### src/hdl/isf_params.svh
`ifndef ISF_PARAMS_SVH
`define ISF_PARAMS_SVH

// Register byte offsets
`define OFS_STATUS 8'h00
`define OFS_CLEAR 8'h04
`define OFS_MASK 8'h08
`define OFS_POLL 8'h0C
`define OFS_LV_THR 8'h10
`define OFS_OV_THR 8'h14
`define OFS_HOLD_LIM 8'h18
`define OFS_MOVE_LIM 8'h1C
`define OFS_HALT 8'h20
`define OFS_DATA3 8'h24

// Internal status word bit positions
`define BIT_INDEX 0
`define BIT_CALC_ZERO 1
`define BIT_CALC_POS 2
`define BIT_CALC_NEG 3
`define BIT_IO1 4
`define BIT_IO2 5
`define BIT_IO3 6
`define BIT_OVER_TEMP_N 7
`define BIT_MOVE_ERR 8
`define BIT_HOLD_ERR 9
`define BIT_HALT 10
`define BIT_STOP_FOUND 11
`define BIT_WAIT_DONE 12
`define BIT_OVER_V 13
`define BIT_LOW_V 14
`define BIT_RSVD 15
`define POLL_SUMMARY_BIT 6
`define CLEAR_GO_BIT 0

// Latched bits of the status word
`define LATCHED_MASK 16'h7F01

// Reset values
`define MASK_RST 15'h0000
`define LV_THR_RST 16'h0000
`define OV_THR_RST 16'hFFFF
`define LIM_RST 16'hFFFF
`define WORD_RST 16'h0000
`define DATA32_ZERO 32'h00000000
`define HALF_ZERO 16'h0000

`endif

### src/hdl/isf_pkg.sv
package isf_pkg;

   typedef struct packed {
      logic [2:0] s1;
      logic [2:0] s2;
   } sync3_state_t;

   typedef struct packed {
      logic [15:0] flags;
   } flag_state_t;

   typedef struct packed {
      logic [14:0] mask;
      logic [15:0] lv_thr;
      logic [15:0] ov_thr;
      logic [15:0] hold_lim;
      logic [15:0] move_lim;
      logic calc_neg;
      logic calc_pos;
      logic calc_zero;
      logic clr_req;
      logic halt_req;
      logic pend;
      logic pend_write;
      logic [7:0] pend_addr;
      logic hready;
      logic [31:0] hrdata;
      logic hresp;
      logic [15:0] word;
      logic summary;
   } ctl_state_t;

endpackage

### src/hdl/flag_if.sv
`timescale 1ns/100ps
interface flag_if;
   logic [15:0] set;
   logic clr_all;
   logic clr_stop;
   logic [15:0] flags;

   modport bank (
      input set,
      input clr_all,
      input clr_stop,
      output flags
   );
   modport ctrl (
      output set,
      output clr_all,
      output clr_stop,
      input flags
   );
endinterface

### src/hdl/pin_sync3.sv
`timescale 1ns/100ps
module pin_sync3
   import isf_pkg::*;
(
   input wire logic clk,
   input wire logic sys_rst,
   input wire logic ce,
   input wire logic [2:0] d,
   output logic [2:0] q
);
   sync3_state_t st_ff;
   sync3_state_t nxt_st;

   // First stage feeds only the second stage
   always_comb begin
      nxt_st = st_ff;
      nxt_st.s1 = d;
      nxt_st.s2 = st_ff.s1;
   end

   always_ff @(posedge clk) begin
      if (sys_rst) begin
         st_ff <= '0;
      end else if (ce) begin
         st_ff <= nxt_st;
      end
   end

   assign q = st_ff.s2;
endmodule // pin_sync3

### src/hdl/flag_bank.sv
`timescale 1ns/100ps
`include "isf_params.svh"
module flag_bank
   import isf_pkg::*;
(
   input wire logic clk,
   input wire logic sys_rst,
   input wire logic ce,
   flag_if.bank fb
);
   flag_state_t st_ff;
   flag_state_t nxt_st;
   // A net, since each bit has its own generated driver
   wire [15:0] nxt_bits;
   localparam logic [15:0] LATCHED = `LATCHED_MASK;

   genvar i;
   generate
      for (i = 0; i < 16; i++) begin : g_bit
         if (LATCHED[i]) begin : g_latch
            logic clr;
            // Stop-found also clears on the start of a move
            assign clr = fb.clr_all |
               ((i == `BIT_STOP_FOUND) ? fb.clr_stop : 1'b0);
            // Set beats clear; held until cleared
            assign nxt_bits[i] = fb.set[i] |
               (st_ff.flags[i] & ~clr);
         end else begin : g_plain
            assign nxt_bits[i] = 1'b0;
         end
      end
   endgenerate

   always_comb begin
      nxt_st = st_ff;
      nxt_st.flags = nxt_bits;
   end

   always_ff @(posedge clk) begin
      if (sys_rst) begin
         st_ff <= '0;
      end else if (ce) begin
         st_ff <= nxt_st;
      end
   end

   assign fb.flags = st_ff.flags;
endmodule // flag_bank

### src/hdl/internal_status_flags.sv
// The implementer's own choices: the register addresses and the AHB-Lite slave port.
`timescale 1ns/100ps
`include "isf_params.svh"
module internal_status_flags
   import isf_pkg::*;
(
   input wire logic clk,
   input wire logic sys_rst,
   input wire logic ce,
   // AHB-Lite slave
   input wire logic hsel,
   input wire logic [31:0] haddr,
   input wire logic [1:0] htrans,
   input wire logic hwrite,
   input wire logic [2:0] hsize,
   input wire logic [31:0] hwdata,
   input wire logic hready,
   output logic [31:0] hrdata,
   output logic hreadyout,
   output logic hresp,
   // Pins
   input wire logic [2:0] io_line,
   input wire logic over_temp,
   input wire logic index_sensor,
   // Controller logic, same clock
   input wire logic [15:0] supply_level,
   input wire logic wait_expired,
   input wire logic stop_input_found,
   input wire logic move_start,
   input wire logic moving_state,
   input wire logic signed [15:0] position_error,
   input wire logic calc_valid,
   input wire logic signed [31:0] calc_result,
   // Results
   output logic [15:0] status_word,
   output logic poll_summary,
   output logic halt_event
);
   ctl_state_t st_ff;
   ctl_state_t nxt_st;
   logic [2:0] io_sync;
   logic [2:0] misc_sync;
   logic temp_sync;
   logic index_sync;
   logic [15:0] set_bits;
   logic [15:0] word;
   logic take;
   logic [16:0] err_mag;
   logic hold_err;
   logic move_err;
   logic [31:0] rd_val;

   flag_if fb();

   pin_sync3 u_io_sync (
      .clk(clk),
      .sys_rst(sys_rst),
      .ce(ce),
      .d(io_line),
      .q(io_sync)
   );

   pin_sync3 u_misc_sync (
      .clk(clk),
      .sys_rst(sys_rst),
      .ce(ce),
      .d({1'b0, index_sensor, over_temp}),
      .q(misc_sync)
   );

   assign temp_sync = misc_sync[0];
   assign index_sync = misc_sync[1];

   flag_bank u_flags (
      .clk(clk),
      .sys_rst(sys_rst),
      .ce(ce),
      .fb(fb.bank)
   );

   // Magnitude of a signed error, widened so -32768 stays exact
   function automatic logic [16:0] magnitude(
      input logic signed [15:0] e);
      logic [16:0] ext;
      ext = {e[15], e};
      magnitude = e[15] ? (~ext + 17'h00001) : ext;
   endfunction

   // Register read decode
   function automatic logic [31:0] reg_read(input logic [7:0] a,
      input ctl_state_t s);
      reg_read = `DATA32_ZERO;
      case (a)
         `OFS_STATUS: reg_read = {`HALF_ZERO, s.word};
         `OFS_MASK: reg_read = {17'h00000, s.mask};
         `OFS_POLL: reg_read = {`HALF_ZERO,
            9'h000, s.summary, 6'h00};
         `OFS_LV_THR: reg_read = {`HALF_ZERO, s.lv_thr};
         `OFS_OV_THR: reg_read = {`HALF_ZERO, s.ov_thr};
         `OFS_HOLD_LIM: reg_read = {`HALF_ZERO, s.hold_lim};
         `OFS_MOVE_LIM: reg_read = {`HALF_ZERO, s.move_lim};
         `OFS_DATA3: reg_read = {s.word, `HALF_ZERO};
         default: reg_read = `DATA32_ZERO;
      endcase
   endfunction

   // Error limit checks; the control state picks which limit applies
   assign err_mag = magnitude(position_error);
   assign hold_err = !moving_state &&
      (err_mag > {1'b0, st_ff.hold_lim});
   assign move_err = moving_state &&
      (err_mag > {1'b0, st_ff.move_lim});

   // Set terms for the latched bits
   always_comb begin
      set_bits = `WORD_RST;
      set_bits[`BIT_LOW_V] = supply_level < st_ff.lv_thr;
      set_bits[`BIT_OVER_V] = supply_level > st_ff.ov_thr;
      set_bits[`BIT_WAIT_DONE] = wait_expired;
      set_bits[`BIT_STOP_FOUND] = stop_input_found;
      set_bits[`BIT_HALT] = st_ff.halt_req;
      set_bits[`BIT_HOLD_ERR] = hold_err;
      set_bits[`BIT_MOVE_ERR] = move_err;
      set_bits[`BIT_INDEX] = index_sync;
   end

   assign fb.set = set_bits;
   assign fb.clr_all = st_ff.clr_req;
   assign fb.clr_stop = move_start;

   // Assemble the word: latched flags plus live conditions
   always_comb begin
      word = fb.flags & `LATCHED_MASK;
      word[`BIT_OVER_TEMP_N] = ~temp_sync;
      word[`BIT_IO3] = io_sync[2];
      word[`BIT_IO2] = io_sync[1];
      word[`BIT_IO1] = io_sync[0];
      word[`BIT_CALC_NEG] = st_ff.calc_neg;
      word[`BIT_CALC_POS] = st_ff.calc_pos;
      word[`BIT_CALC_ZERO] = st_ff.calc_zero;
      word[`BIT_RSVD] = 1'b0;
   end

   assign take = hsel && htrans[1] && hready && st_ff.hready;
   assign rd_val = reg_read(st_ff.pend_addr, st_ff);

   always_comb begin
      nxt_st = st_ff;
      nxt_st.clr_req = 1'b0;
      nxt_st.halt_req = 1'b0;
      // Calculation flags follow only the latest result
      if (calc_valid) begin
         nxt_st.calc_neg = calc_result[31];
         nxt_st.calc_pos = !calc_result[31] &&
            (calc_result != `DATA32_ZERO);
         nxt_st.calc_zero = calc_result == `DATA32_ZERO;
      end
      // One wait state per transfer, so a read never races a write
      if (take) begin
         nxt_st.pend = 1'b1;
         nxt_st.pend_write = hwrite;
         nxt_st.pend_addr = haddr[7:0];
         nxt_st.hready = 1'b0;
      end else if (st_ff.pend) begin
         nxt_st.pend = 1'b0;
         nxt_st.hready = 1'b1;
         nxt_st.hrdata = st_ff.pend_write ? `DATA32_ZERO : rd_val;
         if (st_ff.pend_write) begin
            case (st_ff.pend_addr)
               `OFS_CLEAR:
                  nxt_st.clr_req = hwdata[`CLEAR_GO_BIT];
               `OFS_MASK: nxt_st.mask = hwdata[14:0];
               `OFS_LV_THR: nxt_st.lv_thr = hwdata[15:0];
               `OFS_OV_THR: nxt_st.ov_thr = hwdata[15:0];
               `OFS_HOLD_LIM: nxt_st.hold_lim = hwdata[15:0];
               `OFS_MOVE_LIM: nxt_st.move_lim = hwdata[15:0];
               `OFS_HALT: nxt_st.halt_req = 1'b1;
               default: nxt_st.halt_req = 1'b0;
            endcase
         end
      end
      nxt_st.hresp = 1'b0;
      nxt_st.word = word;
      // Summary ORs every enabled condition of the word
      nxt_st.summary = |(word[14:0] & st_ff.mask);
   end

   always_ff @(posedge clk) begin
      if (sys_rst) begin
         st_ff.mask <= `MASK_RST;
         st_ff.lv_thr <= `LV_THR_RST;
         st_ff.ov_thr <= `OV_THR_RST;
         st_ff.hold_lim <= `LIM_RST;
         st_ff.move_lim <= `LIM_RST;
         st_ff.calc_neg <= 1'b0;
         st_ff.calc_pos <= 1'b0;
         st_ff.calc_zero <= 1'b0;
         st_ff.clr_req <= 1'b0;
         st_ff.halt_req <= 1'b0;
         st_ff.pend <= 1'b0;
         st_ff.pend_write <= 1'b0;
         st_ff.pend_addr <= `OFS_STATUS;
         st_ff.hready <= 1'b1;
         st_ff.hrdata <= `DATA32_ZERO;
         st_ff.hresp <= 1'b0;
         st_ff.word <= `WORD_RST;
         st_ff.summary <= 1'b0;
      end else if (ce) begin
         st_ff <= nxt_st;
      end
   end

   assign hrdata = st_ff.hrdata;
   assign hreadyout = st_ff.hready;
   assign hresp = st_ff.hresp;
   assign status_word = st_ff.word;
   assign poll_summary = st_ff.summary;
   assign halt_event = st_ff.halt_req;
endmodule // internal_status_flags

### config.mk
export PLATFORM = sky130hd
export DESIGN_NAME = internal_status_flags
export DESIGN_NICKNAME = d
export VERILOG_FILES = /design/src/hdl/isf_pkg.sv /design/src/hdl/flag_if.sv /design/src/hdl/pin_sync3.sv /design/src/hdl/flag_bank.sv /design/src/hdl/internal_status_flags.sv
export VERILOG_INCLUDE_DIRS = /design/src /design/src/hdl
export SDC_FILE = /design/constraint.sdc
export NUM_CORES = 1
export LEC_CHECK = 0
export BUFFER_PORTS_ARGS = -buffer_cell sky130_fd_sc_hd__clkbuf_2
export CAP_MARGIN = 0
export CORE_MARGIN = 3
export CORE_UTILIZATION = 60
export CTS_BUF_LIST = sky130_fd_sc_hd__clkbuf_4
export CTS_CLUSTER_DIAMETER = 150
export CTS_CLUSTER_SIZE = 40
export DETAILED_ROUTE_END_ITERATION = 6
export GPL_TIMING_DRIVEN = 0
export PLACE_DENSITY = 0.86
export SKIP_LAST_GASP = 1
export SLEW_MARGIN = 20
export SYNTH_ARGS = -nofsm -noshare
export SYNTH_HDL_FRONTEND = slang
export SYNTH_SLANG_ARGS = --single-unit
### constraint.sdc
create_clock -name clk -period 8.1 [get_ports clk]
set_clock_uncertainty 0.05 [all_clocks]
set_input_delay 1.62 -clock clk [delete_from_list [all_inputs] [get_ports clk]]
set_output_delay 1.62 -clock clk [all_outputs]
set_load 0.005 [all_outputs]
==> impl_metrics.toml, run 1 <==
[status]
status = "finished clean"

[floorplanning]
ios = 201
dieArea_sq_um = 16000
core.rowCount = 43
die_w_um = 127
fp.coreArea_sq_um = 14000
start_util = 0.622
fp.dieH_um = 127

[synthesis]
synthFlopType = "dfxtp_1"
synth_top_area_share = 0.367
synth_enable_flop_cells = 0
syn_area_per_cell_sq_um = 8.66
ys_seq_elements = 160
synthTopCellsByArea = "dfxtp_1 37%, ha_1 9.2%, nand2_1 6.6%"
synth_area_leader_cell = "dfxtp_1"
synth_warnings = 0
ys_seq_area_frac = 0.367
yosysMostFrequentCell = "dfxtp_1"
synth_common_cells = "160 x dfxtp_1, 154 x nand2_1, 79 x inv_1"
async_reset_ff_frac = 0
syn-cell-area_sq_um = 8740
netlist_instances = 1009
synthDistinctLibCells = 57

[setup_path]
arrival_ns = 4.62
endpoint = "u_flags.fb.flags[8]"
timing.rr.start = "st_ff[55]"
r2r_slack_ns = 5.66
crit_fanout = 3
crit_type = "in -> reg"
reg2reg_to = "hrdata[3]"
crit_start = "position_error[10]"
critPathRequiredTime_ns = 8.51
worst_setup_path_end_kind = "flop"
r2r_cells = 8
cp-start-kind = "input port"

[pwr]
swShare = 0.284
power_density_nw_per_um2 = 142
ir_worst_vdd_uv = 78.3
comb_power_share = 0.112
p_int_mw = 1.01
total_power_mw = 1.42
p_leak_nw = 4.54
seqPwrFrac = 0.566
power.share.clock = 0.321
p_sw_uw = 402

[run]
cap_violations = 0

[drt]
dr.max_layer_used = "met4"
met3WireLength_um = 2680
wl_per_cell_um = 19.0
wl_met2_um = 11900
ant_nets = 0
drc_errors = 0
wl_met1_um = 10700
routed_wl_um = 26200
drtIter0Drc = 839
num_vias = 8272
firstDrtPassIters = 6
viasPerCell = 6.01

[clocking]
cts-root-buf = "clkbuf_4"
cts_resized = 0
cts_max_level = 4
post_cts_buffers = 0
ctsHoldBuffers = 0
tritoncts = "built"
clkLatencyLatePin_ns = 0.56
clockBufferDepth = 2
path_clk_slew_ns = 0.13
numCtsBuffers = 17
cts.sink_count = 160

[placed_design]
hpwl_um = 21000
placed_cells = 1344
gp_congestion = 1.07
numPortBuffers = 153

[sta]
hold_slack_ns = 0.418
fin_crit_sh = 0.520
max_slew_margin = 0.506
period_needed_ns = 4.21
setup_viol = 0
drv_slew = 0
rsz0062_at_grt = "no"
max_freq_mhz = 237
fin_tns_setup_ns = 0
tightest_slew_ns = 0.741
hold_viol_final = 0

[global_routing]
grt_usage = 0.319
grt_pass1_wl_um = 40700
grt_max_degree = 17
grt_overflow = 0
antenna_found_initial = 1
grt_pass1_vias = 7796

[min_path]
hp-class = "reg -> reg"

[finish]
area_delta_synth_final_pct = 14.5
final_cell_count_no_fill = 1377
drive_above_1_share = 0.242
nNetsFinal = 1396
## through the flow
step                      area (sq um)   util  worst slack, ns
after floorplan                   8740      -             3.95
after global placement            9740  0.693             3.40
after detailed placement          9740  0.693             3.39
after CTS                        10000  0.712             3.96
after global routing             10000  0.712             3.83
final                            10000  0.712             3.89
## flip-flops by register name, summed over array words and instances, names as in the netlist
register            cells
status_word            15
nxt_st                  3
u_flags.fb.flags        8
hrdata                 31
fb.clr_all              1
poll_summary            1
u_misc_sync.nxt_st      2
halt_event              1
u_io_sync.q             3
st_ff                  89
u_io_sync.nxt_st        3
u_misc_sync.q           2
hreadyout               1
## metal layers
layer / vias up / global-route usage
met5: - / 0
met3: 95 / 0.0703
met1: 3842 / 0.422
li1: 3896 / -
met2: 439 / 0.509
met4: 0 / 0.128
## cell type report
class | count | area [sq um]
clock buffers | 17 | 128
clock inverters | 15 | 136
repair buffers | 153 | 766
multi-input cells | 669 | 4620
flip-flops and latches | 160 | 3200
inverters | 79 | 297
plain buffers | 103 | 621
fillers | 1114 | 4040
well taps | 180 | 225
diodes | 1 | 2.50
## worst min-delay path by stage
stage,from,end,slack (ns),cells after the start
2_1_floorplan,hrdata[6],hrdata[6],0.38,2
3_3_place_gp,hrdata[8],hrdata[8],0.39,2
3_5_place_dp,hreadyout,hreadyout,0.40,2
4_1_cts,hreadyout,hreadyout,0.42,2
5_1_grt,st_ff[115],st_ff[115],0.45,2
6_report,hreadyout,hreadyout,0.42,2
## cells by family after synthesis
family                     synth area share
AOI/OAI and AO/OA                     0.185
DFF                                   0.367
buffers and inverters                 0.105
other                              0.000429
xor gates and xnor gates             0.0130
and+or+nand+nor                       0.161
muxes                                0.0782
adders and majority gates            0.0917
## power groups by stage
stage / sequential (mW) / combinational (mW) / clock [mW]
floorplan: 0.816 / 0.0869 / 0
global placement: 0.818 / 0.151 / 0
detailed placement: 0.819 / 0.155 / 0
CTS: 0.801 / 0.156 / 0.456
global route: 0.803 / 0.174 / 0.485
finish: 0.802 / 0.159 / 0.455
## cell usage in the layout (no fill, tap or decap), types with 4 or more instances in the layout
cell type / count
mux4_2: 10
nand2_1: 154
buf_2: 19
o21ai_0: 15
ha_1: 64
a21oi_1: 63
xnor2_1: 13
nand3_1: 27
or3_1: 4
nand4_1: 16
a21oi_2: 10
nor2_1: 49
dfxtp_1: 160
and3_1: 4
mux2_2: 6
o31ai_1: 6
buf_4: 50
a22oi_1: 17
a22o_1: 30
nor4_1: 15
nor3_1: 4
clkbuf_2: 153
clkbuf_1: 29
inv_1: 79
nor2b_1: 7
a211oi_1: 4
nand2b_1: 4
clkinv_4: 4
mux2i_1: 39
o211ai_1: 51
clkbuf_4: 17
a2111oi_0: 4
o22ai_1: 15
## worst max-delay path: stages
cell and delay [ns]:
clkbuf_2 0.10, or4_1 0.56, or3_1 0.36, nor4b_1 0.49
ha_1 0.35, nor2b_1 0.14, a2111oi_0 0.47, o211ai_1 0.27
a22o_1 0.25
(Power assumes the default switching activity.)
==> run 2: changes to the inputs <==
--- a/config.mk
+++ b/config.mk
@@ -9,13 +9,13 @@
 export BUFFER_PORTS_ARGS = -buffer_cell sky130_fd_sc_hd__clkbuf_2
 export CAP_MARGIN = 0
 export CORE_MARGIN = 3
-export CORE_UTILIZATION = 60
+export CORE_UTILIZATION = 51
 export CTS_BUF_LIST = sky130_fd_sc_hd__clkbuf_4
 export CTS_CLUSTER_DIAMETER = 150
 export CTS_CLUSTER_SIZE = 40
 export DETAILED_ROUTE_END_ITERATION = 6
 export GPL_TIMING_DRIVEN = 0
-export PLACE_DENSITY = 0.86
+export PLACE_DENSITY = 0.77
 export SKIP_LAST_GASP = 1
 export SLEW_MARGIN = 20
 export SYNTH_ARGS = -nofsm -noshare
==> constraint.sdc (replaced) <==
create_clock -name clk -period 3.8 [get_ports clk]
set_clock_uncertainty 0.05 [all_clocks]
set_input_delay 0.76 -clock clk [delete_from_list [all_inputs] [get_ports clk]]
set_output_delay 0.76 -clock clk [all_outputs]
set_load 0.005 [all_outputs]
==> run 2 against run 1 <==
  * Global-route usage is 3.9 points lower
  * Flip-flop and latch count stayed put
  * Non-clock buffer count stayed put
  * Power is 140% higher
  * Combinational power is 110% higher
  * Largest cell class unchanged
  * Worst hold slack worse by 0.061 ns
  * Highest routed layer unchanged
  * Register-to-register slack worse by 4.3 ns
  * Clock power grew to 2.8 times the previous value
  * Sequential power is 110% higher
  * Sequential share of layout area is 0.50 points lower
  * Core utilization is 10 points lower
  * First-iteration DRC count is 14% lower
==> impl_metrics.toml, run 2 (synthesis results as in run 1) <==
[setup_path]
reg2reg_to = "st_ff[99]"
r2r_slack_ns = 1.40
timing.rr.start = "st_ff[53]"
crit_type = "in -> reg"
arrival_ns = 3.81
worst_setup_path_end_kind = "flop"
crit_fanout = 3
critPathRequiredTime_ns = 4.24
cp-start-kind = "input port"
r2r_cells = 6

[finish]
finish.utilization = 0.608
final_common_cell = "dfxtp_1"
ff_latch_area_sq_um = 3200
largest_register_ffs = 89
drive_above_1_share = 0.242
nNetsFinal = 1396
area_delta_synth_final_pct = 16.3
final_cell_mix = "160 x dfxtp_1, 154 x nand2_1, 153 x clkbuf_2, 79 x inv_1, 64 x ha_1"
regMostFlops = "st_ff"
fillers = 1513
multiInputGateArea_sq_um = 4620

[floorplanning]
ios = 201
fp.dieH_um = 137
core.rowCount = 47
dieArea_sq_um = 18700
die_w_um = 137
start_util = 0.523
fp.coreArea_sq_um = 16700

[pwr]
p_int_mw = 2.51
power_density_nw_per_um2 = 328
comb_power_share = 0.101
swShare = 0.247
p_sw_uw = 821
p_leak_nw = 4.58
ir_worst_vdd_uv = 178
power.share.clock = 0.386
seqPwrFrac = 0.514

[sta]
drv_slew = 0
hold_viol_final = 0
hold_slack_ns = 0.357
rsz0062_at_grt = "no"
fin_crit_sh = 0.886
setup_viol = 0
tightest_slew_ns = 0.756
period_needed_ns = 3.37
max_freq_mhz = 297
max_slew_margin = 0.496

[global_routing]
grt_pass1_wl_um = 40300
antenna_found_initial = 1
grt_busiest_layer = "met2"
grt_use_met3 = 0.0393
grt_usage = 0.280
grt_max_degree = 17
grt_overflow = 0
grtUsageMet2 = 0.456
met1_usage = 0.382
grt_pass1_vias = 7474

[min_path]
holdCritStartpoint = "haddr[4]"
hold_path_depth = 3
min_to = "st_ff[55]"
hp-class = "in -> reg"

[drt]
wl_per_cell_um = 18.6
num_vias = 8068
viasPerCell = 5.69
routed_wl_um = 26300
ant_nets = 0
firstDrtPassIters = 6
drtIter0Drc = 724
drc_errors = 0

[placed_design]
hpwl_um = 21300
gp_congestion = 0.930
numPortBuffers = 153

[clocking]
clkLatencyLatePin_ns = 0.58
tritoncts = "built"
cts_resized = 0
ctsHoldBuffers = 0
cts-root-buf = "clkbuf_4"
path_clk_slew_ns = 0.13
clockBufferDepth = 2
post_cts_buffers = 0
numCtsBuffers = 17
cts.sink_count = 160
cts_max_level = 4

[run]
cap_violations = 0

[status]
status = "finished clean"
[run 2: cell count changes in the layout (fill, tap and decap cells not counted), moves of 2 or more]
cell / previous run / this run
clkinv_4: 4 / 0
clkbuf_4: 17 / 21
clkinv_2: 3 / 1
bufinv_16: 1 / 6
inv_6: 3 / 0
[run 2: power groups by stage]
| stage | Sequential, mW | Combinational, mW | Clock, mW |
|---|---|---|---|
| 6_report | 1.71 | 0.335 | 1.28 |
| 5_1_grt | 1.71 | 0.367 | 1.35 |
| 4_1_cts | 1.71 | 0.331 | 1.28 |
| 3_5_place_dp | 1.75 | 0.330 | 0 |
| 3_3_place_gp | 1.75 | 0.322 | 0 |
| 2_1_floorplan | 1.74 | 0.185 | 0 |
[run 2: layout make-up]
| cell class | count | share of cell area |
|---|---|---|
| multi-input combinational | 669 | 0.455 |
| sequential | 160 | 0.315 |
| timing repair buffer | 153 | 0.0754 |
| buffer | 103 | 0.0611 |
| inverter | 79 | 0.0292 |
| tap | 220 | 0.0271 |
| clock inverter | 11 | 0.0208 |
| clock buffer | 21 | 0.0155 |
| antenna | 2 | 0.000493 |
[run 2: how the worst max path moves through the flow]
stage,from,end,depth (start not counted)
2_1_floorplan,position_error[10],u_flags.fb.flags[8],8
3_3_place_gp,position_error[10],u_flags.fb.flags[8],9
3_5_place_dp,position_error[10],u_flags.fb.flags[8],9
4_1_cts,position_error[10],u_flags.fb.flags[8],9
5_1_grt,position_error[10],u_flags.fb.flags[8],9
6_report,position_error[10],u_flags.fb.flags[8],9
[run 2: routing by layer]
| metal | part of all wire | routed length (um) |
|---|---|---|
| met1 | 0.43 | 11300 |
| met3 | 0.082 | 2170 |
| met2 | 0.46 | 12100 |
| met4 | 0.030 | 789 |
| met5 | 0 | 0 |
[run 2: worst max-delay path: stages]
cell and delay, ns:
clkbuf_2 0.10, or4_1 0.57, or3_1 0.35, nor4b_1 0.49, ha_1 0.36, nor2b_1 0.14
a2111oi_0 0.53, o211ai_1 0.25, a22o_1 0.25
[run 2: stage by stage]
stage,setup slack (ns),setup TNS (ns),cell area (sq um),instances,power [mW]
global placement,-0.0785,-0.0785,9790,1384,2.07
floorplan,0.508,0,8740,1011,1.92
detailed placement,-0.148,-0.148,9790,1384,2.08
CTS,0.467,0,10200,1416,3.32
finish,0.434,0,10200,1418,3.33
global route,0.0985,0,10200,1418,3.42
